### config.mk
export PLATFORM = sky130hd
export DESIGN_NAME = smp_port
export DESIGN_NICKNAME = d
export VERILOG_FILES = /design/src/design/smp_pkg.sv /design/src/design/smp_port.sv
export SDC_FILE = /design/constraint.sdc
export NUM_CORES = 1
export LEC_CHECK = 0
export ABC_AREA = 1
export BUFFER_PORTS_ARGS = -buffer_cell sky130_fd_sc_hd__buf_2
export CAP_MARGIN = 15
export CORE_MARGIN = 5
export CORE_UTILIZATION = 50
export DETAILED_ROUTE_END_ITERATION = 10
export MAX_ROUTING_LAYER = met4
export PLACE_DENSITY = 0.81
export SKIP_CTS_REPAIR_TIMING = 1
export SLEW_MARGIN = 25
export SYNTH_ARGS = -nofsm -noshare
export SYNTH_HDL_FRONTEND = slang
export SYNTH_SLANG_ARGS = --single-unit
### constraint.sdc
create_clock -name mclk -period 3.33 [get_ports mclk]
set_clock_uncertainty 0.1 [all_clocks]
set_input_delay 0.666 -clock mclk [delete_from_list [all_inputs] [get_ports mclk]]
set_output_delay 0.666 -clock mclk [all_outputs]
set_load 0.05 [all_outputs]
### src/design/smp_pkg.sv
package smp_pkg;
    // Register offsets
    localparam logic [7:0] OFS_CTRL = 8'h10;
    localparam logic [7:0] OFS_STAT = 8'h11;
    localparam logic [7:0] OFS_DATA = 8'h12;
    // Control field positions
    localparam int CB_TXIE = 0;
    localparam int CB_EN = 1;
    localparam int CB_CLOCK_PHASE_BIT = 2;
    localparam int CB_CLOCK_POLARITY_BIT = 3;
    localparam int CB_MSTR = 5;
    localparam logic [7:0] CTRL_MASK = 8'h2f;
    localparam logic [7:0] CTRL_RST = 8'h24;
    // Status field positions
    localparam int SB_RXF = 7;
    localparam int SB_OVR = 6;
    localparam int SB_TXE = 3;
    localparam logic [1:0] RATE_RST = 2'h0;
    // Bus clock dividers for the four rates
    localparam int DIV_R0 = 2;
    localparam int DIV_R1 = 8;
    localparam int DIV_R2 = 32;
    localparam int DIV_R3 = 128;
    // Edge counts within one byte
    localparam logic [3:0] LAST_EDGE = 4'hf;
    localparam logic [2:0] BIT1_SAMPLE = 3'h6;

    typedef enum logic [2:0] {
        ST_IDLE = 3'b001,
        ST_ARMED = 3'b010,
        ST_SHIFT = 3'b100
    } smp_state_t;

    // Divider compare value: half a serial period less one
    function automatic logic [6:0] half_of(input logic [1:0] rs);
        logic [6:0] h;
        h = 7'h00;
        unique case (rs)
            2'h0: h = 7'(DIV_R0 / 2 - 1);
            2'h1: h = 7'(DIV_R1 / 2 - 1);
            2'h2: h = 7'(DIV_R2 / 2 - 1);
            2'h3: h = 7'(DIV_R3 / 2 - 1);
        endcase
        return h;
    endfunction : half_of
endpackage : smp_pkg

### src/design/smp_port.sv
// Local design decision: the plain strobed port.
`timescale 1ns/1ns
module smp_port (
    input wire logic mclk,
    input wire logic rst,
    input wire logic [7:0] addr,
    input wire logic [7:0] wdata,
    input wire logic wr,
    input wire logic rd,
    output logic [7:0] rdata,
    input wire logic sck_in,
    output logic sck_out,
    output logic sck_oe_n,
    input wire logic mosi_in,
    output logic mosi_out,
    output logic mosi_oe_n,
    input wire logic miso_in,
    output logic miso_out,
    output logic miso_oe_n,
    input wire logic ss_n
);
    logic [7:0] ctrl;
    logic [1:0] rate;
    logic [7:0] tx_buf;
    logic [7:0] tx_sh;
    logic [7:0] tx_last;
    logic [7:0] rx_sh;
    logic [7:0] rx_data;
    logic [7:0] rx_next;
    logic tx_empty, rx_full, ovr, rx_arm, ovr_arm, drop;
    logic [3:0] edge_cnt;
    logic [6:0] div_cnt;
    logic sck_prev;
    logic ss_prev;
    smp_pkg::smp_state_t state;
    logic en, mstr, clock_phase_bit, clock_polarity_bit, m_run, tick;
    logic wr_data, rd_data, rd_stat;
    logic sl_sel;
    logic sl_edge;
    logic ss_fall;
    logic start_ev;
    logic edge_ev;
    logic sample;
    logic shift;
    logic last;
    logic load_now;
    logic done;
    logic ovr_hit;
    logic din;

    assign en = ctrl[smp_pkg::CB_EN];
    assign mstr = ctrl[smp_pkg::CB_MSTR];
    assign clock_phase_bit = ctrl[smp_pkg::CB_CLOCK_PHASE_BIT];
    assign clock_polarity_bit = ctrl[smp_pkg::CB_CLOCK_POLARITY_BIT];
    assign m_run = en && mstr;
    assign wr_data = wr && addr == smp_pkg::OFS_DATA;
    assign rd_data = rd && addr == smp_pkg::OFS_DATA;
    assign rd_stat = rd && addr == smp_pkg::OFS_STAT;

    // Free-running divider, stopped to save power
    always_ff @(posedge mclk or posedge rst)
    begin
        if (rst)
            div_cnt <= 7'h00;
        else if (!m_run || tick)
            div_cnt <= 7'h00;
        else
            div_cnt <= div_cnt + 7'h01;
    end
    assign tick = m_run && div_cnt == smp_pkg::half_of(rate);

    always_ff @(posedge mclk or posedge rst)
    begin
        if (rst)
        begin
            sck_prev <= 1'b0;
            ss_prev <= 1'b1;
        end
        else
        begin
            sck_prev <= sck_in;
            ss_prev <= ss_n;
        end
    end

    // Slave ignores the clock while deselected
    assign sl_sel = en && !mstr && !ss_n;
    assign sl_edge = sl_sel && sck_in != sck_prev;
    assign ss_fall = en && !mstr && ss_prev && !ss_n;

    always_comb
    begin
        start_ev = 1'b0;
        edge_ev = 1'b0;
        if (mstr)
        begin
            start_ev = state == smp_pkg::ST_ARMED && tick;
            edge_ev = tick && (state == smp_pkg::ST_SHIFT || (start_ev && clock_phase_bit));
        end
        else
        begin
            start_ev = state == smp_pkg::ST_IDLE && (clock_phase_bit ? sl_edge : ss_fall);
            edge_ev = sl_edge && (state == smp_pkg::ST_SHIFT || (start_ev && clock_phase_bit));
        end
    end

    // Even edges lead; phase picks sample or shift edge
    assign sample = edge_ev && edge_cnt[0] == clock_phase_bit;
    assign shift = edge_ev && edge_cnt[0] != clock_phase_bit && edge_cnt != 4'h0;
    assign last = edge_ev && edge_cnt == smp_pkg::LAST_EDGE;
    assign load_now = en && !tx_empty && state == smp_pkg::ST_IDLE;
    assign ovr_hit = sample && edge_cnt[3:1] == smp_pkg::BIT1_SAMPLE && rx_full;
    assign done = last && !drop && !ovr_hit;
    assign din = mstr ? miso_in : mosi_in;
    assign rx_next = sample ? {rx_sh[6:0], din} : rx_sh;

    always_ff @(posedge mclk or posedge rst)
    begin
        if (rst)
            state <= smp_pkg::ST_IDLE;
        else if (!en)
            state <= smp_pkg::ST_IDLE;
        else
        begin
            unique case (state)
                smp_pkg::ST_IDLE:
                begin
                    if (mstr && load_now)
                        state <= smp_pkg::ST_ARMED;
                    else if (!mstr && start_ev)
                        state <= smp_pkg::ST_SHIFT;
                end
                smp_pkg::ST_ARMED:
                begin
                    if (!mstr)
                        state <= smp_pkg::ST_IDLE;
                    else if (start_ev)
                        state <= smp_pkg::ST_SHIFT;
                end
                smp_pkg::ST_SHIFT:
                begin
                    // Deselect aborts a slave byte mid-way
                    if (last || (!mstr && ss_n))
                        state <= smp_pkg::ST_IDLE;
                end
                default:
                    state <= smp_pkg::ST_IDLE;
            endcase
        end
    end

    always_ff @(posedge mclk or posedge rst)
    begin
        if (rst)
            edge_cnt <= 4'h0;
        else if (edge_ev)
            edge_cnt <= edge_cnt + 4'h1;
        else if (state != smp_pkg::ST_SHIFT)
            edge_cnt <= 4'h0;
    end

    always_ff @(posedge mclk or posedge rst)
    begin
        if (rst)
            tx_buf <= 8'h00;
        else if (wr_data)
            tx_buf <= wdata;
    end

    // A write wins over the load of the older byte
    always_ff @(posedge mclk or posedge rst)
    begin
        if (rst)
            tx_empty <= 1'b1;
        else if (wr_data)
            tx_empty <= 1'b0;
        else if (load_now)
            tx_empty <= 1'b1;
    end

    always_ff @(posedge mclk or posedge rst)
    begin
        if (rst)
            tx_last <= 8'h00;
        else if (load_now)
            tx_last <= tx_buf;
    end

    // Buffer reaches the shifter only when idle
    always_ff @(posedge mclk or posedge rst)
    begin
        if (rst)
            tx_sh <= 8'h00;
        else if (load_now)
            tx_sh <= tx_buf;
        else if (!mstr && start_ev)
            tx_sh <= tx_last;
        else if (shift)
            tx_sh <= {tx_sh[6:0], 1'b0};
    end

    always_ff @(posedge mclk or posedge rst)
    begin
        if (rst)
            rx_sh <= 8'h00;
        else
            rx_sh <= rx_next;
    end

    // Set on an overrun holds until the next start or the return to idle
    always_ff @(posedge mclk or posedge rst)
    begin
        if (rst)
            drop <= 1'b0;
        else if (ovr_hit || (sample && ovr))
            drop <= 1'b1;
        else if (start_ev || state == smp_pkg::ST_IDLE)
            drop <= 1'b0;
    end

    always_ff @(posedge mclk or posedge rst)
    begin
        if (rst)
            rx_data <= 8'h00;
        else if (done)
            rx_data <= rx_next;
    end

    always_ff @(posedge mclk or posedge rst)
    begin
        if (rst)
            rx_full <= 1'b0;
        else if (done)
            rx_full <= 1'b1;
        else if (rd_data && rx_arm)
            rx_full <= 1'b0;
    end

    always_ff @(posedge mclk or posedge rst)
    begin
        if (rst)
            ovr <= 1'b0;
        else if (ovr_hit)
            ovr <= 1'b1;
        else if (rd_data && ovr_arm)
            ovr <= 1'b0;
    end

    // First step of the two-step clears
    always_ff @(posedge mclk or posedge rst)
    begin
        if (rst)
        begin
            rx_arm <= 1'b0;
            ovr_arm <= 1'b0;
        end
        else if (rd_stat)
        begin
            rx_arm <= rx_full;
            ovr_arm <= ovr;
        end
        else if (rd_data)
        begin
            rx_arm <= 1'b0;
            ovr_arm <= 1'b0;
        end
    end

    always_ff @(posedge mclk or posedge rst)
    begin
        if (rst)
            ctrl <= smp_pkg::CTRL_RST;
        else if (wr && addr == smp_pkg::OFS_CTRL)
            ctrl <= wdata & smp_pkg::CTRL_MASK;
        else if (wr_data)
            ctrl[smp_pkg::CB_TXIE] <= 1'b0;
    end

    always_ff @(posedge mclk or posedge rst)
    begin
        if (rst)
            rate <= smp_pkg::RATE_RST;
        else if (wr && addr == smp_pkg::OFS_STAT)
            rate <= wdata[1:0];
    end

    always_ff @(posedge mclk or posedge rst)
    begin
        if (rst)
            rdata <= 8'h00;
        else if (!rd)
            rdata <= 8'h00;
        else
        begin
            unique case (addr)
                smp_pkg::OFS_CTRL: rdata <= ctrl;
                smp_pkg::OFS_STAT: rdata <= {rx_full, ovr, 2'h0, tx_empty, 1'b0, rate};
                smp_pkg::OFS_DATA: rdata <= rx_data;
                default: rdata <= 8'h00;
            endcase
        end
    end

    // Master clock rests at the polarity level
    always_ff @(posedge mclk or posedge rst)
    begin
        if (rst)
            sck_out <= 1'b0;
        else if (mstr && edge_ev)
            sck_out <= !sck_out;
        else if (state != smp_pkg::ST_SHIFT)
            sck_out <= clock_polarity_bit;
    end

    assign mosi_out = tx_sh[7];
    assign miso_out = tx_sh[7];
    assign sck_oe_n = !m_run;
    assign mosi_oe_n = !m_run;
    assign miso_oe_n = !sl_sel;
endmodule : smp_port

==> results of run 1 <==
[worst reg2reg max path: cells and delay by family, from the launching register on]
| kind | cells | cell delay (ps) |
|---|---|---|
| flops | 1 | 600 |
| simple gates | 11 | 1490 |
[sequential cells by signal, summed over array words and instances (netlist names), 2 cells and up]
name,cells
rdata,8
rx_data,8
rx_sh,8
tx_buf,8
tx_last,8
tx_sh,8
div_cnt,7
ctrl,5
edge_cnt,4
state,3
rate,2
[cells by family (layout without fill, tap and decap cells)]
logic type | Yosys count | count (layout) | share of synthesized area [%]
AOI/OAI and AO/OA | 68 | 68 | 10.6
xor gates and xnor gates | 5 | 5 | 1.17
adders and majority gates | 3 | 3 | 1.01
buffers and inverters | 71 | 116 | 7.97
DFF | 78 | 78 | 52.4
muxes | 1 | 1 | 0.268
and+or+nand+nor | 220 | 220 | 26.5
[metal layers]
layer	up-vias	track usage, %	routed length, µm	share of wire, %
met5	-	-	0	0
met4	0	5.72	124	1.6
met3	13	5.50	497	6.4
met2	82	30.1	3860	50
met1	1442	23.3	3310	42
li1	1506	-	-	-
[worst paths after layout]
| path | start | to | slack (ps) |
|---|---|---|---|
| max | ctrl[5] | rx_data[5] | 1010 |
| min | rst | rdata[6] | 310 |
| max reg2reg | ctrl[5] | rx_data[5] | 1010 |
| min reg2reg | sck_out | sck_out | 380 |
| max in group asynchronous | rst | ss_prev | 2080 |
| min in group mclk | ss_n | ss_prev | 350 |
[Yosys cell counts (all sizes together)]
library cell and count:
inv 61, o21ai 34, o21a 1, dfrtp 73, nor4 2, mux2i 1
a21oi 9, o31ai 4, nand3 31, nor2 46, a22oi 1, dfstp 5
clkbuf 3, o211ai 2, ha 3, o22ai 7, a22o 1, buf 7
xor2 3, nand4 3, nand3b 1, nand2 128, a31oi 2, nor3 9
xnor2 2, o21bai 7
[through the flow]
step,power [W],instance area [µm²]
floorplan,0.00122,3730
global placement,0.00127,4000
detailed placement,0.00127,4000
CTS,0.00205,4220
global route,0.00214,4220
finish,0.00203,4220
[power breakdown]
part           total [W]  internal, W  leakage, nW  switching (W)
clock           0.000779     0.000424        0.106       0.000355
sequential       0.00104      0.00102         1.02      0.0000284
combinational   0.000211    0.0000801         1.09       0.000131
total            0.00203      0.00152         2.22       0.000515
[layout make-up]
class,count,share of cell area [%]
Clock buffer,9,2.93
Clock inverter,7,2.31
Inverter,61,5.42
Multi-Input combinational cell,297,35.0
Sequential cell,78,46.4
Tap cell,99,2.93
Timing Repair Buffer,39,5.04
==> qor.yml, run 1 <==
global_route:
  grt_first_pass_wirelength_um: 13000
  globalRouteTotalUtil_pct: 18.8
  antenna_found_initial: 0
  largest_net_degree_at_the_start_of_global_routing: 47
  grt_pass1_vias: 2888
  leftover_overflow_at_the_end_of_global_routing: 0
clock_network:
  worst_setup_hold_path_clk_slew_ps: 80
  ctsRootBufferMaster: "sky130_fd_sc_hd__clkbuf_8"
  cts_buffer_count: 9
  tritoncts: "built"
  clock_net_sink_count: 78
  clock_insertion_delay_worst_skew_ps: 350
  ctsHtreeMaxLevel: 3
  clock_tree.buffer_depth: 2
timing:
  max_clock_freq_mhz: 431
  max-slew-margin-rel_pct: 36.5
  report.final.hold_viol_count: 0
  hold_slack_ps: 315
  setup_ws_ps: 1010
  post-route-period-util_pct: 69.7
  time_the_worst_path_needs_with_i_o_delays_and_setup_ps: 2320
  worst_slew_pin_slew_ps: 946
  timing_max_transition_violations_final: 0
  setup-violations-final: 0
  rsz_0062_raised_after_global_routing: "no"
  setup_total_negative_slack_ps: 0
power:
  cellLeakagePower_nw: 2.22
  pwr_dens_nw_per_um2: 482
  ir_worst_vdd_uv: 389
layout:
  fin_nets: 513
  fin_util_pct: 58.2
  n_antenna_cell: 0
  layout.cells.non_filler: 590
  layout_commonest_cell: "sky130_fd_sc_hd__nand2_1"
  seqCellArea_um2: 1960
  most-common-layout-cells: "120 x sky130_fd_sc_hd__nand2_1, 73 x sky130_fd_sc_hd__dfrtp_1, 54 x sky130_fd_sc_hd__inv_1, 39 x sky130_fd_sc_hd__nor2_1, 37 x sky130_fd_sc_hd__buf_2"
  layout_cells_sized_above_1_pct: 17.7
  final.fill_count: 641
  multiInputGateArea_um2: 1480
  syn_to_final_growth_pct: 13.1
critical_path:
  crit_path_max_incr_delay_ps: 600
  path_buf_inv: 0
  critPathMaxFanout: 21
  crit_arrival_ps: 2460
  crit_chain: "nand2_1, nor2_1, nand3_1, nand2_1, nand2_2, nand2_4, nand2_2, nor2_4, nor2_8, nand2_1, nand2_1"
  crit_cells: 11
  critPathMostFrequentCell: "sky130_fd_sc_hd__nand2_1"
  cp_top_family: "simple AND/OR/NAND/NOR gates"
  slowest_stage: "sky130_fd_sc_hd__dfstp_2"
  reg2regPathDepth: 11
  cp.required_ps: 3470
  crit_type: "reg -> reg"
  endpoint_kind: "register"
  cp-start-kind: "register"
placement:
  place_inst: 574
  post-dp-hpwl_um: 5690
  detailedPlace.worstSlack_ps: 933
  gp_routability_congestion: 0.854
  placement.io_buffers: 37
floorplanning:
  die_area_um2: 9300
  core.rowCount: 31
  initial_core_util_pct: 51.5
  ioPinCount: 38
  core_footprint_um2: 7250
  die_height_um: 96.4
  chipWidth_um: 96.4
route:
  number_of_drc_markers_in_iteration_0: 107
  avgViaCountPerCell: 5.16
  drc_errors: 0
  final_antenna_net_count: 0
  routed-via-count: 3043
  dr_pass1_iterations: 4
  routed_wirelength_um: 7800
  drt-wirelength-per-cell_um: 13.2
run:
  cap_violations: 0
synth:
  synth_largest_type_area_fraction_pct: 48.9
  synth_area_leader_cell: "sky130_fd_sc_hd__dfrtp_1"
  synthesis.area_um2: 3730
  syn-num-nets: 473
  synthesis.yosys.warnings: 0
  synth_seq_cells: 78
  syn-mean-instance-area_um2: 8.37
  post_synth_main_area_contributors: "sky130_fd_sc_hd__dfrtp_1 49%, sky130_fd_sc_hd__nand2_1 12%, sky130_fd_sc_hd__inv_1 5.5%, sky130_fd_sc_hd__nand3_1 4.0%, sky130_fd_sc_hd__nor2_1 3.9%"
  syn-instance-count: 446
  netlist-cell-type-count: 38
  synth-seq-area-share_pct: 52.4
min_path:
  hold_class: "in -> async"
outcome:
  status: "finished, final reports clean"
Power figures use the tool's default switching activity.
==> run 2: changes to the inputs <==
--- a/config.mk
+++ b/config.mk
@@ -12,7 +12,7 @@
 export CORE_UTILIZATION = 50
 export DETAILED_ROUTE_END_ITERATION = 10
 export MAX_ROUTING_LAYER = met4
-export PLACE_DENSITY = 0.81
+export PLACE_DENSITY = 0.84
 export SKIP_CTS_REPAIR_TIMING = 1
 export SLEW_MARGIN = 25
 export SYNTH_ARGS = -nofsm -noshare
==> constraint.sdc (replaced) <==
create_clock -name mclk -period 1.9 [get_ports mclk]
set_clock_uncertainty 0.1 [all_clocks]
set_input_delay 0.38 -clock mclk [delete_from_list [all_inputs] [get_ports mclk]]
set_output_delay 0.38 -clock mclk [all_outputs]
set_load 0.05 [all_outputs]
==> qor.yml, run 2 (synthesis results as in run 1) <==
layout:
  layout_cells_sized_above_1_pct: 27.2  # was 17.7%
  fin_nets: 556  # was 513
  multiInputGateArea_um2: 1620  # was 1480 µm²
  most-common-layout-cells: "116 x sky130_fd_sc_hd__nand2_1, 71 x sky130_fd_sc_hd__dfrtp_1, 51 x sky130_fd_sc_hd__inv_1, 36 x sky130_fd_sc_hd__nor2_1, 35 x sky130_fd_sc_hd__buf_4"  # was 120 x sky130_fd_sc_hd__nand2_1, 73 x sky130_fd_sc_hd__dfrtp_1, 54 x sky130_fd_sc_hd__inv_1, 39 x sky130_fd_sc_hd__nor2_1, 37 x sky130_fd_sc_hd__buf_2
  final.fill_count: 546  # was 641
  seqCellArea_um2: 1960  # about the same
  syn_to_final_growth_pct: 27.2  # was 13.1%
  layout_commonest_cell: "sky130_fd_sc_hd__nand2_1"  # unchanged
  fin_util_pct: 65.5  # was 58.2%
  n_antenna_cell: 0  # unchanged
route:
  met2WireLength_um: 4770  # was 3860 µm
  avgViaCountPerCell: 5.31  # was 5.16
  routed_wirelength_um: 9330  # was 7800 µm
  dr_top_layer: "met4"  # unchanged
  final_antenna_net_count: 0  # unchanged
  wl_met1_um: 3630  # was 3310 µm
  routed-via-count: 3364  # was 3,043
  number_of_drc_markers_in_iteration_0: 252  # was 107
  drc_errors: 0  # unchanged
  detailroute.wirelength.met3_um: 644  # was 497 µm
  dr_pass1_iterations: 5  # was 4
  drt-wirelength-per-cell_um: 14.7  # was 13.2 µm
critical_path:
  crit-reg2reg-launch: "rate[1]"  # was ctrl[5]
  crit_path_max_incr_delay_ps: 440  # was 600 ps
  crit_type: "reg -> reg"  # unchanged
  reg2reg_to: "rx_data[0]"  # was rx_data[5]
  reg_to_reg_setup_timing_slack_ps: -70  # was 1010 ps
  reg2regPathDepth: 13  # was 11
  critPathMostFrequentCell: "sky130_fd_sc_hd__nand2_1"  # unchanged
  critPathLaunch: "rate[1]"  # was ctrl[5]
  crit_chain: "nand2_1, o21ai_1, nand3_1, nor2_4, nand3_1, nand2_1, nand2_2, nand2_4, nand2_4, nor2_4, nor2_8, nand2_1, nand2_1"  # was nand2_1, nor2_1, nand3_1, nand2_1, nand2_2, nand2_4, nand2_2, nor2_4, nor2_8, nand2_1, nand2_1
  crit_path_end: "rx_data[0]"  # was rx_data[5]
  cp-start-kind: "register"  # unchanged
  crit_arrival_ps: 2130  # was 2460 ps
  cp_top_family: "simple AND/OR/NAND/NOR gates"  # unchanged
  slowest_stage: "sky130_fd_sc_hd__dfrtp_2"  # was sky130_fd_sc_hd__dfstp_2
  endpoint_kind: "register"  # unchanged
  critPathMaxFanout: 10  # was 21
  cp.required_ps: 2060  # was 3470 ps
  path_buf_inv: 0  # unchanged
  crit_cells: 13  # was 11
power:
  pwr_dens_nw_per_um2: 780  # was 482 nW/µm²
  cellLeakagePower_nw: 2.49  # was 2.22 nW
  ir_worst_vdd_uv: 594  # was 389 µV
global_route:
  largest_net_degree_at_the_start_of_global_routing: 29  # was 47
  globalRouteTotalUtil_pct: 20.9  # was 18.8%
  grt_first_pass_wirelength_um: 14200  # was 13,000 µm
  antenna_found_initial: 0  # unchanged
  grt_pass1_vias: 3142  # was 2,888
  leftover_overflow_at_the_end_of_global_routing: 0  # unchanged
min_path:
  hold_class: "in -> async"  # unchanged
placement:
  gp_routability_congestion: 0.891  # was 0.854
  placement.io_buffers: 37  # unchanged
  detailedPlace.worstSlack_ps: -95.8  # was 933 ps
  post-dp-hpwl_um: 6290  # was 5690 µm
timing:
  report.final.hold_viol_count: 13  # was 0
  setup_ws_ps: -73.5  # was 1010 ps
  max_clock_freq_mhz: 507  # was 431 MHz
  rsz_0062_raised_after_global_routing: "yes"  # was no
  time_the_worst_path_needs_with_i_o_delays_and_setup_ps: 1970  # was 2320 ps
  max-slew-margin-rel_pct: 56.9  # was 36.5%
  setup-violations-final: 16  # was 0
  hold_slack_ps: -6.56  # was 315 ps
  timing_max_transition_violations_final: 0  # unchanged
  post-route-period-util_pct: 104  # was 69.7%
  worst_slew_pin_slew_ps: 645  # was 946 ps
clock_network:
  ctsHtreeMaxLevel: 3  # unchanged
  tritoncts: "built"  # unchanged
  cts_buffer_count: 9  # unchanged
  ctsRootBufferMaster: "sky130_fd_sc_hd__clkbuf_8"  # unchanged
  clock_insertion_delay_worst_skew_ps: 370  # was 350 ps
  clock_tree.buffer_depth: 2  # unchanged
  clock_net_sink_count: 78  # unchanged
  worst_setup_hold_path_clk_slew_ps: 80  # about the same
floorplanning:
  chipWidth_um: 96.4  # unchanged
  initial_core_util_pct: 51.5  # unchanged
  core_footprint_um2: 7250  # unchanged
  core.rowCount: 31  # unchanged
  die_area_um2: 9300  # unchanged
  ioPinCount: 38  # unchanged
  die_height_um: 96.4  # unchanged
outcome:
  status: "finished, violations left"  # was finished, final reports clean
  violations: "negative hold slack, negative setup slack"
run:
  cap_violations: 0  # unchanged
==> run 2: cell count changes in the layout (fill, tap and decap cells not counted), moves of 3 or more <==
cell                      change
sky130_fd_sc_hd__buf_4       +34
sky130_fd_sc_hd__buf_6        +8
sky130_fd_sc_hd__nand2_4      +5
sky130_fd_sc_hd__nand2_1      -4
sky130_fd_sc_hd__buf_2        -3
sky130_fd_sc_hd__inv_1        -3
sky130_fd_sc_hd__nor2_1       -3
sky130_fd_sc_hd__nor2_4       +3
==> run 2: how the worst min path moves through the flow <==
stage                   from    endpoint  slack [ps]
floorplan               ss_n     ss_prev         280
global placement     sck_out     sck_out         360
detailed placement  rx_sh[7]    rx_sh[7]         360
CTS                      rst  div_cnt[5]          -1
global route             rst     rate[0]          20
finish                   rst  div_cnt[5]          -7
==> run 2: report_power, final <==
group	internal [W]	leakage, nW	total (W)	switching (W)
clock network	0.000737	0.106	0.00137	0.000633
registers	0.00178	1.02	0.00184	0.0000593
logic	0.000205	1.37	0.000492	0.000287
==> run 2: area by class of cell <==
cell class,count,area share [%]
multi-input cells,298,34.1
repair buffers,81,12.6
clock buffers,10,2.69
flip-flops and latches,78,41.3
well taps,99,2.61
inverters,61,4.90
clock inverters,6,1.82
==> run 2: metrics by stage <==
| stage | TNS (ps) | area, µm² | total power, W | std cells |
|---|---|---|---|---|
| detailed placement | -902 | 4270 | 0.00228 | 604 |
| global placement | 0 | 4270 | 0.00226 | 604 |
| finish | -692 | 4750 | 0.00370 | 633 |
| global route | -3960 | 4750 | 0.00385 | 633 |
| floorplan | 0 | 3760 | 0.00213 | 446 |
| CTS | -1340 | 4480 | 0.00365 | 620 |
==> run 2: metal layers <==
metal | GRT usage (%) | up-vias
met5 | - | -
met4 | 10.4 | 0
met3 | 6.04 | 30
met2 | 33.2 | 140
met1 | 24.2 | 1598
li1 | - | 1596
==> run 2: worst register-to-register path: cells and delay by family, from the launching register on <==
| kind | cells | cell delay, ps |
|---|---|---|
| flip-flops | 1 | 440 |
| AO/OA/AOI/OAI | 1 | 110 |
| AND/OR/NAND/NOR | 12 | 1230 |
